<file path="config.mk">
export PLATFORM = sky130hd
export DESIGN_NAME = usf_core
export DESIGN_NICKNAME = d
export VERILOG_FILES = /design/src/hdl/usf_pkg.sv /design/src/hdl/usf_baud_gen.sv /design/src/hdl/usf_core.sv
export SDC_FILE = /design/constraint.sdc
export NUM_CORES = 1
export LEC_CHECK = 0
export BUFFER_PORTS_ARGS = -buffer_cell sky130_fd_sc_hd__clkbuf_2
export CAP_MARGIN = 40
export CORE_AREA = 2 2 145 147
export DETAILED_ROUTE_END_ITERATION = 7
export DIE_AREA = 0 0 147 149
export PLACE_DENSITY = 0.65
export SKIP_LAST_GASP = 1
export SYNTH_ARGS = -nofsm -noshare
export SYNTH_HDL_FRONTEND = slang
export SYNTH_SLANG_ARGS = --single-unit
export TNS_END_PERCENT = 30
</file>
<file path="constraint.sdc">
create_clock -name clk_sys -period 3.2 [get_ports clk_sys]
set_input_delay 0.96 -clock clk_sys [delete_from_list [all_inputs] [get_ports clk_sys]]
set_output_delay 0.96 -clock clk_sys [all_outputs]
set_load 0.01 [all_outputs]
</file>
<file path="src/hdl/usf_pkg.sv">
/*
 * usf_pkg: constants, types and helpers for the serial frame core.
 * Assumes a 32-bit APB slave with byte addresses on word boundaries.
 */
package usf_pkg;
  // register byte offsets
  localparam logic [7:0] ADDR_RX_LO = 8'h00;
  localparam logic [7:0] ADDR_RX_HI = 8'h04;
  localparam logic [7:0] ADDR_TX_LO = 8'h08;
  localparam logic [7:0] ADDR_TX_HI = 8'h0c;
  localparam logic [7:0] ADDR_STATUS = 8'h10;
  localparam logic [7:0] ADDR_CTRLB = 8'h14;
  localparam logic [7:0] ADDR_CTRLC = 8'h18;
  localparam logic [7:0] ADDR_BAUD = 8'h1c;
  // field positions
  localparam int RXH_D8_BIT = 0;
  localparam int RXH_PAR_ERR_BIT = 1;
  localparam int RXH_FRM_ERR_BIT = 2;
  localparam int RXH_OVF_BIT = 6;
  localparam int RXH_RXC_BIT = 7;
  localparam int ST_DRE_BIT = 5;
  localparam int ST_TXC_BIT = 6;
  localparam int ST_RXC_BIT = 7;
  localparam int CB_RXEN_BIT = 0;
  localparam int CB_TXEN_BIT = 1;
  localparam int CC_SIZE_LSB = 0;   // [2:0] char_size_field
  localparam int CC_PAR_LSB = 4;    // [5:4] parity mode
  localparam int CC_STOP2_BIT = 6;
  localparam int CC_SYNC_BIT = 7;
  localparam int CC_DBL_BIT = 8;
  localparam int CC_HOST_BIT = 9;
  // reset values
  localparam logic [1:0] CTRLB_RST = 2'h0;
  localparam logic [9:0] CTRLC_RST = 10'h003;
  localparam logic [15:0] BAUD_RST = 16'h0040;
  // encodings
  localparam logic [2:0] CS_9L = 3'h6;
  localparam logic [2:0] CS_9H = 3'h7;
  localparam logic [1:0] PAR_EVEN = 2'h2;
  localparam logic [1:0] PAR_ODD = 2'h3;
  // timing counts in baud ticks, and the accumulator step per clk_sys
  localparam logic [3:0] SPB16_LAST = 4'hf;
  localparam logic [3:0] SPB8_LAST = 4'h7;
  localparam logic [3:0] HALF16_LAST = 4'h7;
  localparam logic [3:0] HALF8_LAST = 4'h3;
  localparam logic [16:0] ACC_STEP = 17'h00040;

  typedef enum logic [2:0] {
    TX_IDLE, TX_START, TX_DATA, TX_PAR, TX_STOP
  } usf_tx_st_t;
  typedef enum logic [2:0] {
    RX_IDLE, RX_START, RX_DATA, RX_PAR, RX_STOP
  } usf_rx_st_t;

  function automatic logic [3:0] char_bits(input logic [2:0] cs);
    case (cs)
      3'h0: char_bits = 4'h5;
      3'h1: char_bits = 4'h6;
      3'h2: char_bits = 4'h7;
      CS_9L, CS_9H: char_bits = 4'h9;
      default: char_bits = 4'h8;
    endcase
  endfunction : char_bits

  // parity bit for the low n bits of d; odd flips the even result
  function automatic logic par_of(input logic [8:0] d,
                                 input logic [3:0] n, input logic odd);
    logic p;
    p = odd;
    for (int i = 0; i < 9; i++) begin
      if (4'(i) < n) p = p ^ d[i];
    end
    par_of = p;
  endfunction : par_of

  function automatic logic addr_ok(input logic [7:0] a);
    addr_ok = (a[1:0] == 2'h0) && (a <= ADDR_BAUD);
  endfunction : addr_ok
endpackage : usf_pkg

</file>
<file path="src/hdl/usf_baud_gen.sv">
/*
 * usf_baud_gen: fractional divider, one-cycle tick per sample period.
 * Assumes the divisor is at least 64 (integer part non-zero).
 */
`timescale 1ns/1ps
module usf_baud_gen (
  input wire logic clk_sys,
  input wire logic rst_n,
  input wire logic enable,
  input wire logic [15:0] divisor,
  output logic tick
);
  logic [15:0] acc_reg;
  logic [16:0] acc_next;

  // adding 64 per clock against the divisor gives 64*f/divisor ticks
  assign acc_next = {1'b0, acc_reg} + usf_pkg::ACC_STEP;

  always_ff @(posedge clk_sys) begin
    if (!rst_n || !enable) begin
      acc_reg <= 16'h0000;
      tick <= 1'b0;
    end else if (acc_next >= {1'b0, divisor}) begin
      acc_reg <= 16'(acc_next - {1'b0, divisor});
      tick <= 1'b1;
    end else begin
      acc_reg <= acc_next[15:0];
      tick <= 1'b0;
    end
  end
endmodule : usf_baud_gen

</file>
<file path="src/hdl/usf_core.sv">
/*
 * usf_core: serial frame transmitter/receiver with fractional baud
 * generator, APB register slave and two-frame receive buffer.
 * Assumes an APB master on clk_sys and pins outside the clock domain.
 */
// Chosen here: the APB register port and the register addresses.
// What this block does
// - each frame starts with one low start bit, data follows at once
// - parity bit goes after last data bit, before first stop bit
// - 5 to 9 data bits, none/even/odd parity, 1 or 2 stops
// - after stop bits, next start bit or line idles high
// - bit clock from fractional generator, or transfer clock pin
// - async divisor is baud setting over 64, six fraction bits
// - sync mode uses only upper ten integer bits of the setting
// - samples per bit are 16 normal, 8 double speed, 2 sync
// - data register to buffer to shifter, each when next is empty
// - tx complete set when frame ends and nothing is pending
// - unused upper data bits are ignored for short characters
// - transmitter disable waits until all pending data is sent
// - disabled transmitter releases the pin to input
// - receiver starts on a valid start bit, samples to first stop
// - a second stop bit is ignored by the receiver
// - first stop bit moves the frame to buffer, sets rx complete
// - two-frame receive buffer, oldest frame shown
// - 9L mode high-byte read advances, else low-byte read does
// - frame error on bad stop, overflow when full buffer loses data
// - received parity checked, mismatch flagged
// - error flags stored and read with their frame
`timescale 1ns/1ps
module usf_core (
  input wire logic clk_sys,
  input wire logic rst_n,
  input wire logic psel,
  input wire logic penable,
  input wire logic pwrite,
  input wire logic [7:0] paddr,
  input wire logic [31:0] pwdata,
  output logic [31:0] prdata,
  output logic pready,
  output logic pslverr,
  input wire logic rxd_pin,
  output logic txd_out,
  output logic txd_oe,
  input wire logic transfer_clock_pin_in,
  output logic transfer_clock_pin_out,
  output logic transfer_clock_pin_oe
);
  ////////////////////////////////////////////////////////////////////////
  // registers and decode
  logic [1:0] ctrlb_reg;
  logic [9:0] ctrlc_reg;
  logic [15:0] baud_reg;
  logic wr_acc, rd_acc, rd_setup;
  logic rxen, txen, stop2, sync_m, dbl, host, is9l, is9h;
  logic [1:0] par_mode;
  logic par_en;
  logic [3:0] nbits;

  assign wr_acc = psel && penable && pwrite;
  assign rd_acc = psel && penable && !pwrite;
  assign rd_setup = psel && !penable && !pwrite;
  assign pready = 1'b1;
  assign pslverr = psel && penable && !usf_pkg::addr_ok(paddr);
  assign rxen = ctrlb_reg[usf_pkg::CB_RXEN_BIT];
  assign txen = ctrlb_reg[usf_pkg::CB_TXEN_BIT];
  assign par_mode = ctrlc_reg[usf_pkg::CC_PAR_LSB +: 2];
  assign par_en = par_mode[1];
  assign stop2 = ctrlc_reg[usf_pkg::CC_STOP2_BIT];
  assign sync_m = ctrlc_reg[usf_pkg::CC_SYNC_BIT];
  assign dbl = ctrlc_reg[usf_pkg::CC_DBL_BIT];
  assign host = ctrlc_reg[usf_pkg::CC_HOST_BIT];
  assign nbits = usf_pkg::char_bits(ctrlc_reg[usf_pkg::CC_SIZE_LSB +: 3]);
  assign is9l = ctrlc_reg[2:0] == usf_pkg::CS_9L;
  assign is9h = ctrlc_reg[2:0] == usf_pkg::CS_9H;

  always_ff @(posedge clk_sys) begin
    if (!rst_n) begin
      ctrlb_reg <= usf_pkg::CTRLB_RST;
      ctrlc_reg <= usf_pkg::CTRLC_RST;
      baud_reg <= usf_pkg::BAUD_RST;
    end else if (wr_acc) begin
      case (paddr)
        usf_pkg::ADDR_CTRLB: ctrlb_reg <= pwdata[1:0];
        usf_pkg::ADDR_CTRLC: ctrlc_reg <= pwdata[9:0];
        usf_pkg::ADDR_BAUD: baud_reg <= pwdata[15:0];
        default: ;
      endcase
    end
  end

  ////////////////////////////////////////////////////////////////////////
  // pin synchronisers and bit clocks
  logic rxd_s1, rxd_s2, rxd_prev;
  logic sck_s1, sck_s2, sck_reg, sck_prev;
  logic sck_now, sck_rise, sck_fall, tick;
  logic [15:0] divisor;
  logic [3:0] tx_tcnt_reg;
  logic [3:0] spb_last, half_last;
  logic tx_bit_en;

  always_ff @(posedge clk_sys) begin
    if (!rst_n) begin
      rxd_s1 <= 1'b1;
      rxd_s2 <= 1'b1;
      rxd_prev <= 1'b1;
      sck_s1 <= 1'b0;
      sck_s2 <= 1'b0;
      sck_prev <= 1'b0;
    end else begin
      rxd_s1 <= rxd_pin;
      rxd_s2 <= rxd_s1;
      rxd_prev <= rxd_s2;
      sck_s1 <= transfer_clock_pin_in;
      sck_s2 <= sck_s1;
      sck_prev <= sck_now;
    end
  end

  // sync mode divides by the integer part only
  assign divisor = sync_m ? {baud_reg[15:6], 6'h00} : baud_reg;
  assign spb_last = dbl ? usf_pkg::SPB8_LAST : usf_pkg::SPB16_LAST;
  assign half_last = dbl ? usf_pkg::HALF8_LAST : usf_pkg::HALF16_LAST;

  usf_baud_gen u_baud (
    .clk_sys(clk_sys),
    .rst_n(rst_n),
    .enable(rxen || txen || txd_oe),
    .divisor(divisor),
    .tick(tick)
  );

  // host toggles the clock once per tick: two ticks per bit in sync
  always_ff @(posedge clk_sys) begin
    if (!rst_n || !sync_m || !host) sck_reg <= 1'b0;
    else if (tick) sck_reg <= !sck_reg;
  end

  assign sck_now = host ? sck_reg : sck_s2;
  assign sck_rise = sync_m && sck_now && !sck_prev;
  assign sck_fall = sync_m && !sck_now && sck_prev;
  assign transfer_clock_pin_out = sck_reg;
  assign transfer_clock_pin_oe = sync_m && host;

  always_ff @(posedge clk_sys) begin
    if (!rst_n) tx_tcnt_reg <= 4'h0;
    else if (tick) tx_tcnt_reg <= (tx_tcnt_reg >= spb_last) ? 4'h0
                                   : tx_tcnt_reg + 4'h1;
  end

  // rising transfer clock starts a bit; falling edge samples it
  assign tx_bit_en = sync_m ? sck_rise
                     : (tick && tx_tcnt_reg >= spb_last);

  ////////////////////////////////////////////////////////////////////////
  // transmit path: data registers, buffer, shifter
  usf_pkg::usf_tx_st_t tx_st;
  logic [7:0] txd_lo_reg;
  logic txd_hi_reg, txd_full_reg, txb_full_reg, tx_on_reg, txc_reg;
  logic tx_line_reg, tx_stop_n_reg;
  logic [8:0] txb_reg, tx_sh_reg;
  logic [3:0] tx_idx_reg;
  logic tx_trig, tx_fin, tx_last;

  assign tx_trig = wr_acc && !txd_full_reg &&
    (is9l ? paddr == usf_pkg::ADDR_TX_HI
          : paddr == usf_pkg::ADDR_TX_LO);
  assign tx_last = tx_idx_reg == nbits - 4'h1;
  assign tx_fin = tx_bit_en && tx_st == usf_pkg::TX_STOP &&
                  (!stop2 || tx_stop_n_reg);

  always_ff @(posedge clk_sys) begin
    if (!rst_n) begin
      tx_st <= usf_pkg::TX_IDLE;
      txd_lo_reg <= 8'h00;
      txd_hi_reg <= 1'b0;
      txd_full_reg <= 1'b0;
      txb_full_reg <= 1'b0;
      txb_reg <= 9'h000;
      tx_sh_reg <= 9'h000;
      tx_idx_reg <= 4'h0;
      tx_line_reg <= 1'b1;
      tx_stop_n_reg <= 1'b0;
    end else begin
      if (wr_acc && !txd_full_reg && paddr == usf_pkg::ADDR_TX_LO)
        txd_lo_reg <= pwdata[7:0];
      if (wr_acc && !txd_full_reg && paddr == usf_pkg::ADDR_TX_HI)
        txd_hi_reg <= pwdata[0];
      if (tx_trig) txd_full_reg <= 1'b1;
      else if (txd_full_reg && !txb_full_reg) begin
        txd_full_reg <= 1'b0;
        txb_full_reg <= 1'b1;
        txb_reg <= {txd_hi_reg, txd_lo_reg};
      end
      if (tx_bit_en) begin
        case (tx_st)
          usf_pkg::TX_IDLE, usf_pkg::TX_STOP: begin
            if (tx_st == usf_pkg::TX_STOP && stop2 && !tx_stop_n_reg) begin
              tx_stop_n_reg <= 1'b1;
            end else if (txb_full_reg && tx_on_reg) begin
              tx_sh_reg <= txb_reg;
              txb_full_reg <= 1'b0;
              tx_st <= usf_pkg::TX_START;
              tx_line_reg <= 1'b0;
            end else begin
              tx_st <= usf_pkg::TX_IDLE;
              tx_line_reg <= 1'b1;
            end
          end
          usf_pkg::TX_START: begin
            tx_st <= usf_pkg::TX_DATA;
            tx_idx_reg <= 4'h0;
            tx_line_reg <= tx_sh_reg[0];
          end
          usf_pkg::TX_DATA: begin
            tx_stop_n_reg <= 1'b0;
            if (tx_last && par_en) begin
              tx_st <= usf_pkg::TX_PAR;
              tx_line_reg <= usf_pkg::par_of(tx_sh_reg, nbits,
                par_mode == usf_pkg::PAR_ODD);
            end else if (tx_last) begin
              tx_st <= usf_pkg::TX_STOP;
              tx_line_reg <= 1'b1;
            end else begin
              // bits above the character size are never reached
              tx_idx_reg <= tx_idx_reg + 4'h1;
              tx_line_reg <= tx_sh_reg[tx_idx_reg + 4'h1];
            end
          end
          usf_pkg::TX_PAR: begin
            tx_st <= usf_pkg::TX_STOP;
            tx_line_reg <= 1'b1;
          end
          default: tx_st <= usf_pkg::TX_IDLE;
        endcase
      end
    end
  end

  // disable holds off until shifter, buffer and data registers drain
  always_ff @(posedge clk_sys) begin
    if (!rst_n) tx_on_reg <= 1'b0;
    else if (txen) tx_on_reg <= 1'b1;
    else if (tx_st == usf_pkg::TX_IDLE && !txd_full_reg && !txb_full_reg)
      tx_on_reg <= 1'b0;
  end

  // set wins over a software clear in the same cycle
  always_ff @(posedge clk_sys) begin
    if (!rst_n) txc_reg <= 1'b0;
    else if (tx_fin && !txd_full_reg && !txb_full_reg) txc_reg <= 1'b1;
    else if (wr_acc && paddr == usf_pkg::ADDR_STATUS &&
             pwdata[usf_pkg::ST_TXC_BIT]) txc_reg <= 1'b0;
  end

  assign txd_out = tx_line_reg;
  assign txd_oe = tx_on_reg;

  ////////////////////////////////////////////////////////////////////////
  // receiver
  usf_pkg::usf_rx_st_t rx_st;
  logic [3:0] rx_tcnt_reg, rx_idx_reg;
  logic [8:0] rx_sh_reg;
  logic rx_par_reg, rx_smp, rx_push, rx_parity_error_flag;

  assign rx_smp = sync_m ? sck_fall
    : (tick && rx_tcnt_reg == (rx_st == usf_pkg::RX_START ? half_last
                                                          : spb_last));
  assign rx_push = rxen && rx_smp && rx_st == usf_pkg::RX_STOP;
  assign rx_parity_error_flag = par_en && (rx_par_reg != usf_pkg::par_of(rx_sh_reg,
                   nbits, par_mode == usf_pkg::PAR_ODD));

  always_ff @(posedge clk_sys) begin
    if (!rst_n || !rxen) begin
      rx_st <= usf_pkg::RX_IDLE;
      rx_tcnt_reg <= 4'h0;
      rx_idx_reg <= 4'h0;
      rx_sh_reg <= 9'h000;
      rx_par_reg <= 1'b0;
    end else begin
      if (tick) rx_tcnt_reg <= rx_smp ? 4'h0 : rx_tcnt_reg + 4'h1;
      case (rx_st)
        usf_pkg::RX_IDLE: begin
          rx_tcnt_reg <= 4'h0;
          rx_idx_reg <= 4'h0;
          rx_sh_reg <= 9'h000;
          if (sync_m && sck_fall && !rxd_s2) rx_st <= usf_pkg::RX_DATA;
          else if (!sync_m && !rxd_s2 && rxd_prev)
            rx_st <= usf_pkg::RX_START;
        end
        usf_pkg::RX_START: begin
          // a start bit gone high by mid-bit is a glitch, not a frame
          if (rx_smp) rx_st <= rxd_s2 ? usf_pkg::RX_IDLE
                                      : usf_pkg::RX_DATA;
        end
        usf_pkg::RX_DATA: begin
          if (rx_smp) begin
            rx_sh_reg[rx_idx_reg] <= rxd_s2;
            rx_idx_reg <= rx_idx_reg + 4'h1;
            if (rx_idx_reg == nbits - 4'h1)
              rx_st <= par_en ? usf_pkg::RX_PAR : usf_pkg::RX_STOP;
          end
        end
        usf_pkg::RX_PAR: begin
          if (rx_smp) begin
            rx_par_reg <= rxd_s2;
            rx_st <= usf_pkg::RX_STOP;
          end
        end
        usf_pkg::RX_STOP: begin
          if (rx_smp) rx_st <= usf_pkg::RX_IDLE;
        end
        default: rx_st <= usf_pkg::RX_IDLE;
      endcase
    end
  end

  ////////////////////////////////////////////////////////////////////////
  // receive buffer: entry 0 is the oldest frame
  // entry layout: {ovf, frame_error_flag, parity_error_flag, data[8:0]}
  logic [11:0] rxb_mem [0:1];
  logic [1:0] rxb_cnt_reg;
  logic rd_ok_reg, rx_pop;
  logic [11:0] rx_new;

  assign rx_pop = rd_acc && rd_ok_reg &&
    paddr == (is9l ? usf_pkg::ADDR_RX_HI
                   : usf_pkg::ADDR_RX_LO);
  assign rx_new = {1'b0, !rxd_s2, rx_parity_error_flag, rx_sh_reg};

  always_ff @(posedge clk_sys) begin
    if (!rst_n || !rxen) begin
      rxb_cnt_reg <= 2'h0;
      rxb_mem[0] <= 12'h000;
      rxb_mem[1] <= 12'h000;
    end else begin
      if (rx_pop) rxb_mem[0] <= rxb_mem[1];
      if (rx_push && rxb_cnt_reg == 2'h2 && !rx_pop)
        rxb_mem[1][11] <= 1'b1;
      else if (rx_push && (rxb_cnt_reg == 2'h0 ||
               (rxb_cnt_reg == 2'h1 && rx_pop)))
        rxb_mem[0] <= rx_new;
      else if (rx_push) rxb_mem[1] <= rx_new;
      if (rx_pop && !rx_push) rxb_cnt_reg <= rxb_cnt_reg - 2'h1;
      else if (rx_push && !rx_pop && rxb_cnt_reg != 2'h2)
        rxb_cnt_reg <= rxb_cnt_reg + 2'h1;
    end
  end

  ////////////////////////////////////////////////////////////////////////
  // read data, captured in the setup phase
  logic rxc;
  assign rxc = rxb_cnt_reg != 2'h0;

  always_ff @(posedge clk_sys) begin
    if (!rst_n) begin
      prdata <= 32'h0000_0000;
      rd_ok_reg <= 1'b0;
    end else if (rd_setup) begin
      rd_ok_reg <= rxc;
      prdata <= 32'h0000_0000;
      case (paddr)
        usf_pkg::ADDR_RX_LO: prdata[7:0] <= rxb_mem[0][7:0];
        usf_pkg::ADDR_RX_HI: begin
          prdata[usf_pkg::RXH_D8_BIT] <= rxb_mem[0][8];
          prdata[usf_pkg::RXH_PAR_ERR_BIT] <= rxb_mem[0][9];
          prdata[usf_pkg::RXH_FRM_ERR_BIT] <= rxb_mem[0][10];
          prdata[usf_pkg::RXH_OVF_BIT] <= rxb_mem[0][11];
          prdata[usf_pkg::RXH_RXC_BIT] <= rxc;
        end
        usf_pkg::ADDR_TX_LO: prdata[7:0] <= txd_lo_reg;
        usf_pkg::ADDR_TX_HI: prdata[0] <= txd_hi_reg;
        usf_pkg::ADDR_STATUS: begin
          prdata[usf_pkg::ST_RXC_BIT] <= rxc;
          prdata[usf_pkg::ST_TXC_BIT] <= txc_reg;
          prdata[usf_pkg::ST_DRE_BIT] <= !txd_full_reg;
        end
        usf_pkg::ADDR_CTRLB: prdata[1:0] <= ctrlb_reg;
        usf_pkg::ADDR_CTRLC: prdata[9:0] <= ctrlc_reg;
        usf_pkg::ADDR_BAUD: prdata[15:0] <= baud_reg;
        default: ;
      endcase
    end
  end
endmodule : usf_core

</file>
==> reports/summary.txt, run 1 <==
DRT Wirelength -> 22.7 mm
CTS buffer count -> 17
CTS Hold Bufs -> 0
CTS tree -> yes
largest family of logic cells by synthesized area -> simple AND/OR/NAND/NOR gates
top cell type by total area after synthesis -> dfxtp_1
vias in the first global route -> 7,030
count of nets after finishing -> 1,176
Synth Register Bits -> 160
Min Clock Period, post-route -> 3.05 ns
P&R area growth vs syn -> 15.9%
worst hold margin -> 0.419 ns
share of cells above drive strength 1 -> 15.0%
status -> finished clean
Finish-stage setup viols -> 0
post-synthesis mux area share -> 8.83%
detailed-route via count -> 7,449
initial core utilization -> 44.0%
PortBufs -> 51
Clock Skew -> 0.00635 ns
main flop type after synthesis -> dfxtp_1
DIE AREA -> 21,900 um^2
CTS root buffer -> clkbuf_16
first-pass GRT wire length -> 36.1 mm
max reg flops -> 24
Core Area -> 20,600 um^2
Final Non-Filler Cells -> 1,385
DRC Markers -> 0
Die Wd -> 147 um
Ports -> 85
Crit-path slowest cell -> dfxtp_2
synth warn -> 0
CTS H-tree depth -> 4
total congestion overflow -> 0
largest reg by FF count -> rxb_mem
Peak VDD IR -> 374 uV
max cap viols -> 0
CP Max Fanout -> 9
PD cells -> 392 nW/um^2
Reg clk slew, reported paths -> 0.06 ns
max_slew headroom -> 48.0%
worst slew pin tran -> 0.776 ns
Detailed Route Iter0 Violations -> 412
top cells by area, synth -> dfxtp_1 31%, mux2i_1 8.1%, edfxtp_1 7.3%
Antenna Nets Post-Route -> 0
Req. time, crit path -> 3.52 ns
Setup TNS -> 0 ns
Pre-Repair DR Iteration Count -> 4
Synth Area in XOR/XNOR -> 4.66%
routed vias/inst -> 5.38
Placed Instances -> 1,350
Total GRT Usage -> 20.6%
initial antenna violation count -> 0
Syn Inst Count -> 1,031
Hold WC Path Type -> flip-flop to flip-flop
final hold vios -> 0
cells along the critical path -> nand3_4 -> nor2_4 -> nand3_1 -> xnor2_2 -> ha_4 -> and3_1 -> a221oi_2 -> o21ai_1 -> a211o_1 -> nor3_4 -> buf_12 -> clkbuf_16 -> mux2i_1 -> nor2_1
CP Class -> flip-flop to flip-flop
adder-cell area share of the yosys netlist -> 4.73%
CP Launch Type -> flip-flop
Compound-Gate Fraction of Synth Area -> 15.3%
Clock Path Buffers -> 2
Netlist Area Pre-Place -> 9040 um^2
Async SR Flop Fraction -> 0%
max incr delay on CP -> 0.37 ns
Fillers -> 1,961
Clock Sinks -> 160
Synth Area per Inst -> 8.77 um^2
largest net degree at the start of global routing -> 67
Core Rows -> 53
Post-synth EDFFs -> 22
Tcrit/Tclk final -> 95.2%
register area share after synthesis -> 37.9%
Die Span Y -> 149 um
Synth Area in Simple Gates -> 22.5%
GPL Wtd Cong -> 0.887
Antenna Cells -> 0
HPWL Detailed -> 16.6 mm
Clock Latency Late Sink -> 0.43 ns
synth unique cells -> 84
CP Capture Type -> flip-flop
Commonest cells post-synth -> 140 x nand2_1, 138 x dfxtp_1, 73 x mux2i_1, 56 x nor2_1, 51 x nor2b_1
Final Max Slew Viols -> 0
Leak Pwr -> 4.08 nW
post-DR wirelength/cell -> 16.4 um
cell with the most instances after synthesis -> nand2_1
max frequency -> 0.328 GHz
Yosys top cell area share -> 30.6%
critical path arrival -> 3.37 ns
[cells by family (layout without fill, tap and decap cells)]
logic type,after synthesis,count (layout)
AO/OA/AOI/OAI,198,198
XOR/XNOR,45,45
adder cells (fa/ha/maj),34,34
buffers and inverters,114,178
other,2,17
AND/OR/NAND/NOR,401,401
multiplexers,77,77
flip-flops,160,160
[stage by stage]
| step | instance area, um^2 | worst slack [ns] | utilization, % | total power, W |
|---|---|---|---|---|
| floorplan | 9100 | 0.212 | - | 0.00217 |
| global placement | 9740 | 0.0752 | 47.4 | 0.00221 |
| detailed placement | 9740 | 0.0629 | 47.4 | 0.00221 |
| CTS | 10300 | 0.0408 | 50.0 | 0.00415 |
| global route | 10500 | -0.0253 | 51.0 | 0.00426 |
| finish | 10500 | 0.152 | 51.0 | 0.00411 |
[cell usage in the layout, fill, tap and decap left out, types with 8 or more instances in the layout]
cell type	count
nand2_1	140
dfxtp_1	134
mux2i_1	73
nor2_1	54
nor2b_1	51
clkbuf_2	51
buf_4	44
inv_1	42
nand3_1	42
a21oi_1	36
xnor2_1	27
ha_1	27
o21ai_0	26
a21boi_1	22
edfxtp_1	22
clkbuf_16	19
nor3_1	17
conb_1	17
a21boi_0	16
xor2_1	13
nand2b_1	12
and3_1	12
nor4_1	10
or3_1	9
and2_1	9
a21o_1	8
a31oi_1	8
a22oi_1	8
[power by group]
group	switching [W]	internal [W]	total, W
clock	0.000815	0.00113	0.00194
combinational	0.0000761	0.0000481	0.000124
sequential	0.00000431	0.00204	0.00204
[area by class of cell]
class	instances	area [um^2]	share of cell area, %
Clock buffer	18	429	4.10
Clock inverter	14	124	1.18
Inverter	44	165	1.58
Multi-Input combinational cell	772	5250	50.1
Sequential cell	160	3430	32.7
Tap cell	275	344	3.28
Timing Repair Buffer	102	736	7.02
[critical path, delay by kind of cell, from the launching register on]
family | cells | cell delay (ns)
DFF | 1 | 0.37
buffers and inverters | 2 | 0.30
muxes | 1 | 0.19
adders and majority gates | 1 | 0.26
and+or+nand+nor | 6 | 0.91
AOI/OAI and AO/OA | 3 | 0.62
xor gates and xnor gates | 1 | 0.28
[worst paths after layout]
check	depth (start not counted)	start	endpoint	slack, ns
worst min-delay path	1	rxd_s1$_SDFF_PN1_	rxd_s2$_SDFF_PN1_	0.42
worst max-delay path	14	u_baud.acc_reg[9]$_SDFF_PP0_	u_baud.acc_reg[11]$_SDFF_PP0_	0.15
worst max register to register	14	u_baud.acc_reg[9]$_SDFF_PP0_	u_baud.acc_reg[11]$_SDFF_PP0_	0.15
worst min register to register	1	rxd_s1$_SDFF_PN1_	rxd_s2$_SDFF_PN1_	0.42
[repair_timing]
action,CTS,global route
buffers inserted,0,1
resized for setup,0,20
endpoints found under the setup margin,0,17
[metal layers]
layer / wire length (um) / share of wire (%) / vias to the layer above / global-route usage (%)
li1: - / - / 3718 / -
met1: 10500 / 46 / 3568 / 27.4
met2: 11000 / 49 / 132 / 34.5
met3: 756 / 3.3 / 31 / 3.98
met4: 386 / 1.7 / 0 / 5.63
met5: 0 / 0 / - / 0
No activity file was read; power rests on OpenSTA's default activity.
==> run 2, diff against run 1 <==
--- a/config.mk
+++ b/config.mk
@@ -11,6 +11,7 @@
 export DETAILED_ROUTE_END_ITERATION = 7
 export DIE_AREA = 0 0 147 149
 export PLACE_DENSITY = 0.65
+export REMOVE_ABC_BUFFERS = 1
 export SKIP_LAST_GASP = 1
 export SYNTH_ARGS = -nofsm -noshare
 export SYNTH_HDL_FRONTEND = slang
==> run 2 against run 1 <==
  * Wire length is 0.24% lower
  * Register-to-register slack improved by 0.04 ns
  * Combinational power hardly changed
  * Critical path type unchanged
  * Highest routed layer unchanged
==> reports/summary.txt, run 2 (synthesis results as in run 1) <==
CP Capture Type -> flip-flop (unchanged)
Req. time, crit path -> 3.51 ns (was 3.52 ns)
Reg area -> 3430 um^2 (about the same)
CP Max Fanout -> 7 (was 9)
Leak Pwr -> 4.08 nW (about the same)
Detailed Route Iter0 Violations -> 379 (was 412)
HPWL Detailed -> 16.5 mm (was 16.6 mm)
Reg clk slew, reported paths -> 0.07 ns (was 0.06 ns)
worst slack at placement -> 0.0732 ns (was 0.0629 ns)
Die Wd -> 147 um (unchanged)
worst slew pin tran -> 0.807 ns (was 0.776 ns)
post-DR wirelength/cell -> 16.4 um (about the same)
CP delay by family, top -> compound AO/OA/AOI/OAI gates (was simple AND/OR/NAND/NOR gates)
final worst-path setup slack -> 0.197 ns (was 0.152 ns)
cells along the critical path -> ha_2 -> nand2_1 -> nor2_4 -> xor2_2 -> ha_4 -> a21o_1 -> a221oi_2 -> o21ai_1 -> a211o_1 -> nor3_4 -> buf_6 -> mux2i_1 -> nor2_1 (was nand3_4 -> nor2_4 -> nand3_1 -> xnor2_2 -> ha_4 -> and3_1 -> a221oi_2 -> o21ai_1 -> a211o_1 -> nor3_4 -> buf_12 -> clkbuf_16 -> mux2i_1 -> nor2_1)
CTS buffer count -> 17 (unchanged)
Total GRT Usage -> 20.6% (about the same)
final hold vios -> 0 (unchanged)
PortBufs -> 51 (unchanged)
most common cell after layout, fill and taps aside -> nand2_1 (unchanged)
DRC Markers -> 0 (unchanged)
CTS Hold Bufs -> 0 (unchanged)
initial antenna violation count -> 0 (unchanged)
Clock Sinks -> 160 (unchanged)
critical path arrival -> 3.31 ns (was 3.37 ns)
PD cells -> 421 nW/um^2 (was 392 nW/um^2)
Final Max Slew Viols -> 0 (unchanged)
DRT Wirelength -> 22.6 mm (was 22.7 mm)
CTS tree -> yes (unchanged)
Peak VDD IR -> 314 uV (was 374 uV)
status -> finished clean (unchanged)
RSZ-0062 raised after global routing -> false
most frequent cells in the layout -> 140 x nand2_1, 133 x dfxtp_1, 73 x mux2i_1, 54 x nor2_1 (was 140 x nand2_1, 134 x dfxtp_1, 73 x mux2i_1, 54 x nor2_1)
routed vias/inst -> 5.37 (was 5.38)
CP Class -> flip-flop to flip-flop (unchanged)
Multi-input gate area -> 5250 um^2 (unchanged)
vias in the first global route -> 7,142 (was 7,030)
Die Span Y -> 149 um (unchanged)
GPL Wtd Cong -> 0.878 (was 0.887)
Core Area -> 20,600 um^2 (unchanged)
max_slew headroom -> 45.8% (was 48.0%)
largest net degree at the start of global routing -> 52 (was 67)
Ports -> 85 (unchanged)
detailed-route via count -> 7,407 (was 7,449)
buffer and inverter count on the worst path -> 1 (was 2)
P&R area growth vs syn -> 16.1% (was 15.9%)
largest reg by FF count -> rxb_mem (unchanged)
CP Launch Type -> flip-flop (unchanged)
Finish-stage setup viols -> 0 (unchanged)
Setup TNS -> 0 ns (unchanged)
Antenna Nets Post-Route -> 0 (unchanged)
initial core utilization -> 44.0% (unchanged)
Fillers -> 1,944 (was 1,961)
max frequency -> 0.333 GHz (was 0.328 GHz)
Min Clock Period, post-route -> 3.00 ns (was 3.05 ns)
first-pass GRT wire length -> 35.9 mm (was 36.1 mm)
Core Rows -> 53 (unchanged)
Pre-Repair DR Iteration Count -> 5 (was 4)
Clock Latency Late Sink -> 0.43 ns (about the same)
Clock Skew -> 0.0131 ns (was 0.00635 ns)
max cap viols -> 0 (unchanged)
Tcrit/Tclk final -> 93.9% (was 95.2%)
max reg flops -> 24 (unchanged)
Antenna Cells -> 0 (unchanged)
DIE AREA -> 21,900 um^2 (unchanged)
Hold WC Path Type -> flip-flop to flip-flop (unchanged)
total congestion overflow -> 0 (unchanged)
CTS H-tree depth -> 4 (unchanged)
max incr delay on CP -> 0.35 ns (was 0.37 ns)
count of nets after finishing -> 1,170 (was 1,176)
Crit-path slowest cell -> dfxtp_2 (unchanged)
Clock Path Buffers -> 2 (unchanged)
share of cells above drive strength 1 -> 15.1% (was 15.0%)
CTS root buffer -> clkbuf_16 (unchanged)
## run 2: cell count changes in the layout (fill, tap and decap cells not counted), sizes merged
| cell | previous run | this run |
|---|---|---|
| clkinv | 11 | 4 |
| clkinvlp | 2 | 3 |
| inv | 43 | 45 |
| buf | 49 | 45 |
| bufinv | 2 | 4 |
## run 2: what timing repair did
| item | 4_1_cts | 5_1_grt |
|---|---|---|
| setup buffers | 0 | 1 |
| resized for setup | 0 | 28 |
| endpoints found under the setup margin | 0 | 17 |
## run 2: metrics by stage
step	instance area, um^2	std cells	power [W]	hold WS [ns]	utilization, %
global route	10500	1379	0.00455	0.440	51.1
CTS	10400	1377	0.00445	0.411	50.4
floorplan	8720	976	0.00214	0.386	-
finish	10500	1379	0.00442	0.410	51.1
global placement	9700	1345	0.00221	0.390	47.2
detailed placement	9700	1345	0.00221	0.396	47.2
## run 2: worst paths after layout
path	start	to	slack, ns	cells after the start
hold / removal	rxd_s1$_SDFF_PN1_	rxd_s2$_SDFF_PN1_	0.41	1
setup reg to reg	u_baud.acc_reg[6]$_SDFF_PP0_	u_baud.acc_reg[2]$_SDFFE_PP0N_	0.20	13
hold reg to reg	rxd_s1$_SDFF_PN1_	rxd_s2$_SDFF_PN1_	0.41	1
setup / recovery	u_baud.acc_reg[6]$_SDFF_PP0_	u_baud.acc_reg[2]$_SDFFE_PP0N_	0.20	13
## run 2: metal layers
metal	up-vias	wire [um]	global-route usage, %
met5	-	0	0
met4	0	595	8.03
met3	38	799	3.94
met2	149	10900	34.5
met1	3513	10400	26.5
li1	3707	-	-
## run 2: layout make-up
cell class | instances | share of cell area (%)
inverter | 44 | 1.57
timing repair buffer | 96 | 6.23
clock buffer | 20 | 4.55
clock inverter | 12 | 1.68
sequential | 160 | 32.7
multi-input combinational | 772 | 50.0
tap | 275 | 3.28
## run 2: power breakdown
group | internal [W] | switching [W]
combinational | 0.0000495 | 0.0000779
clock | 0.00140 | 0.000857
sequential | 0.00204 | 0.00000434
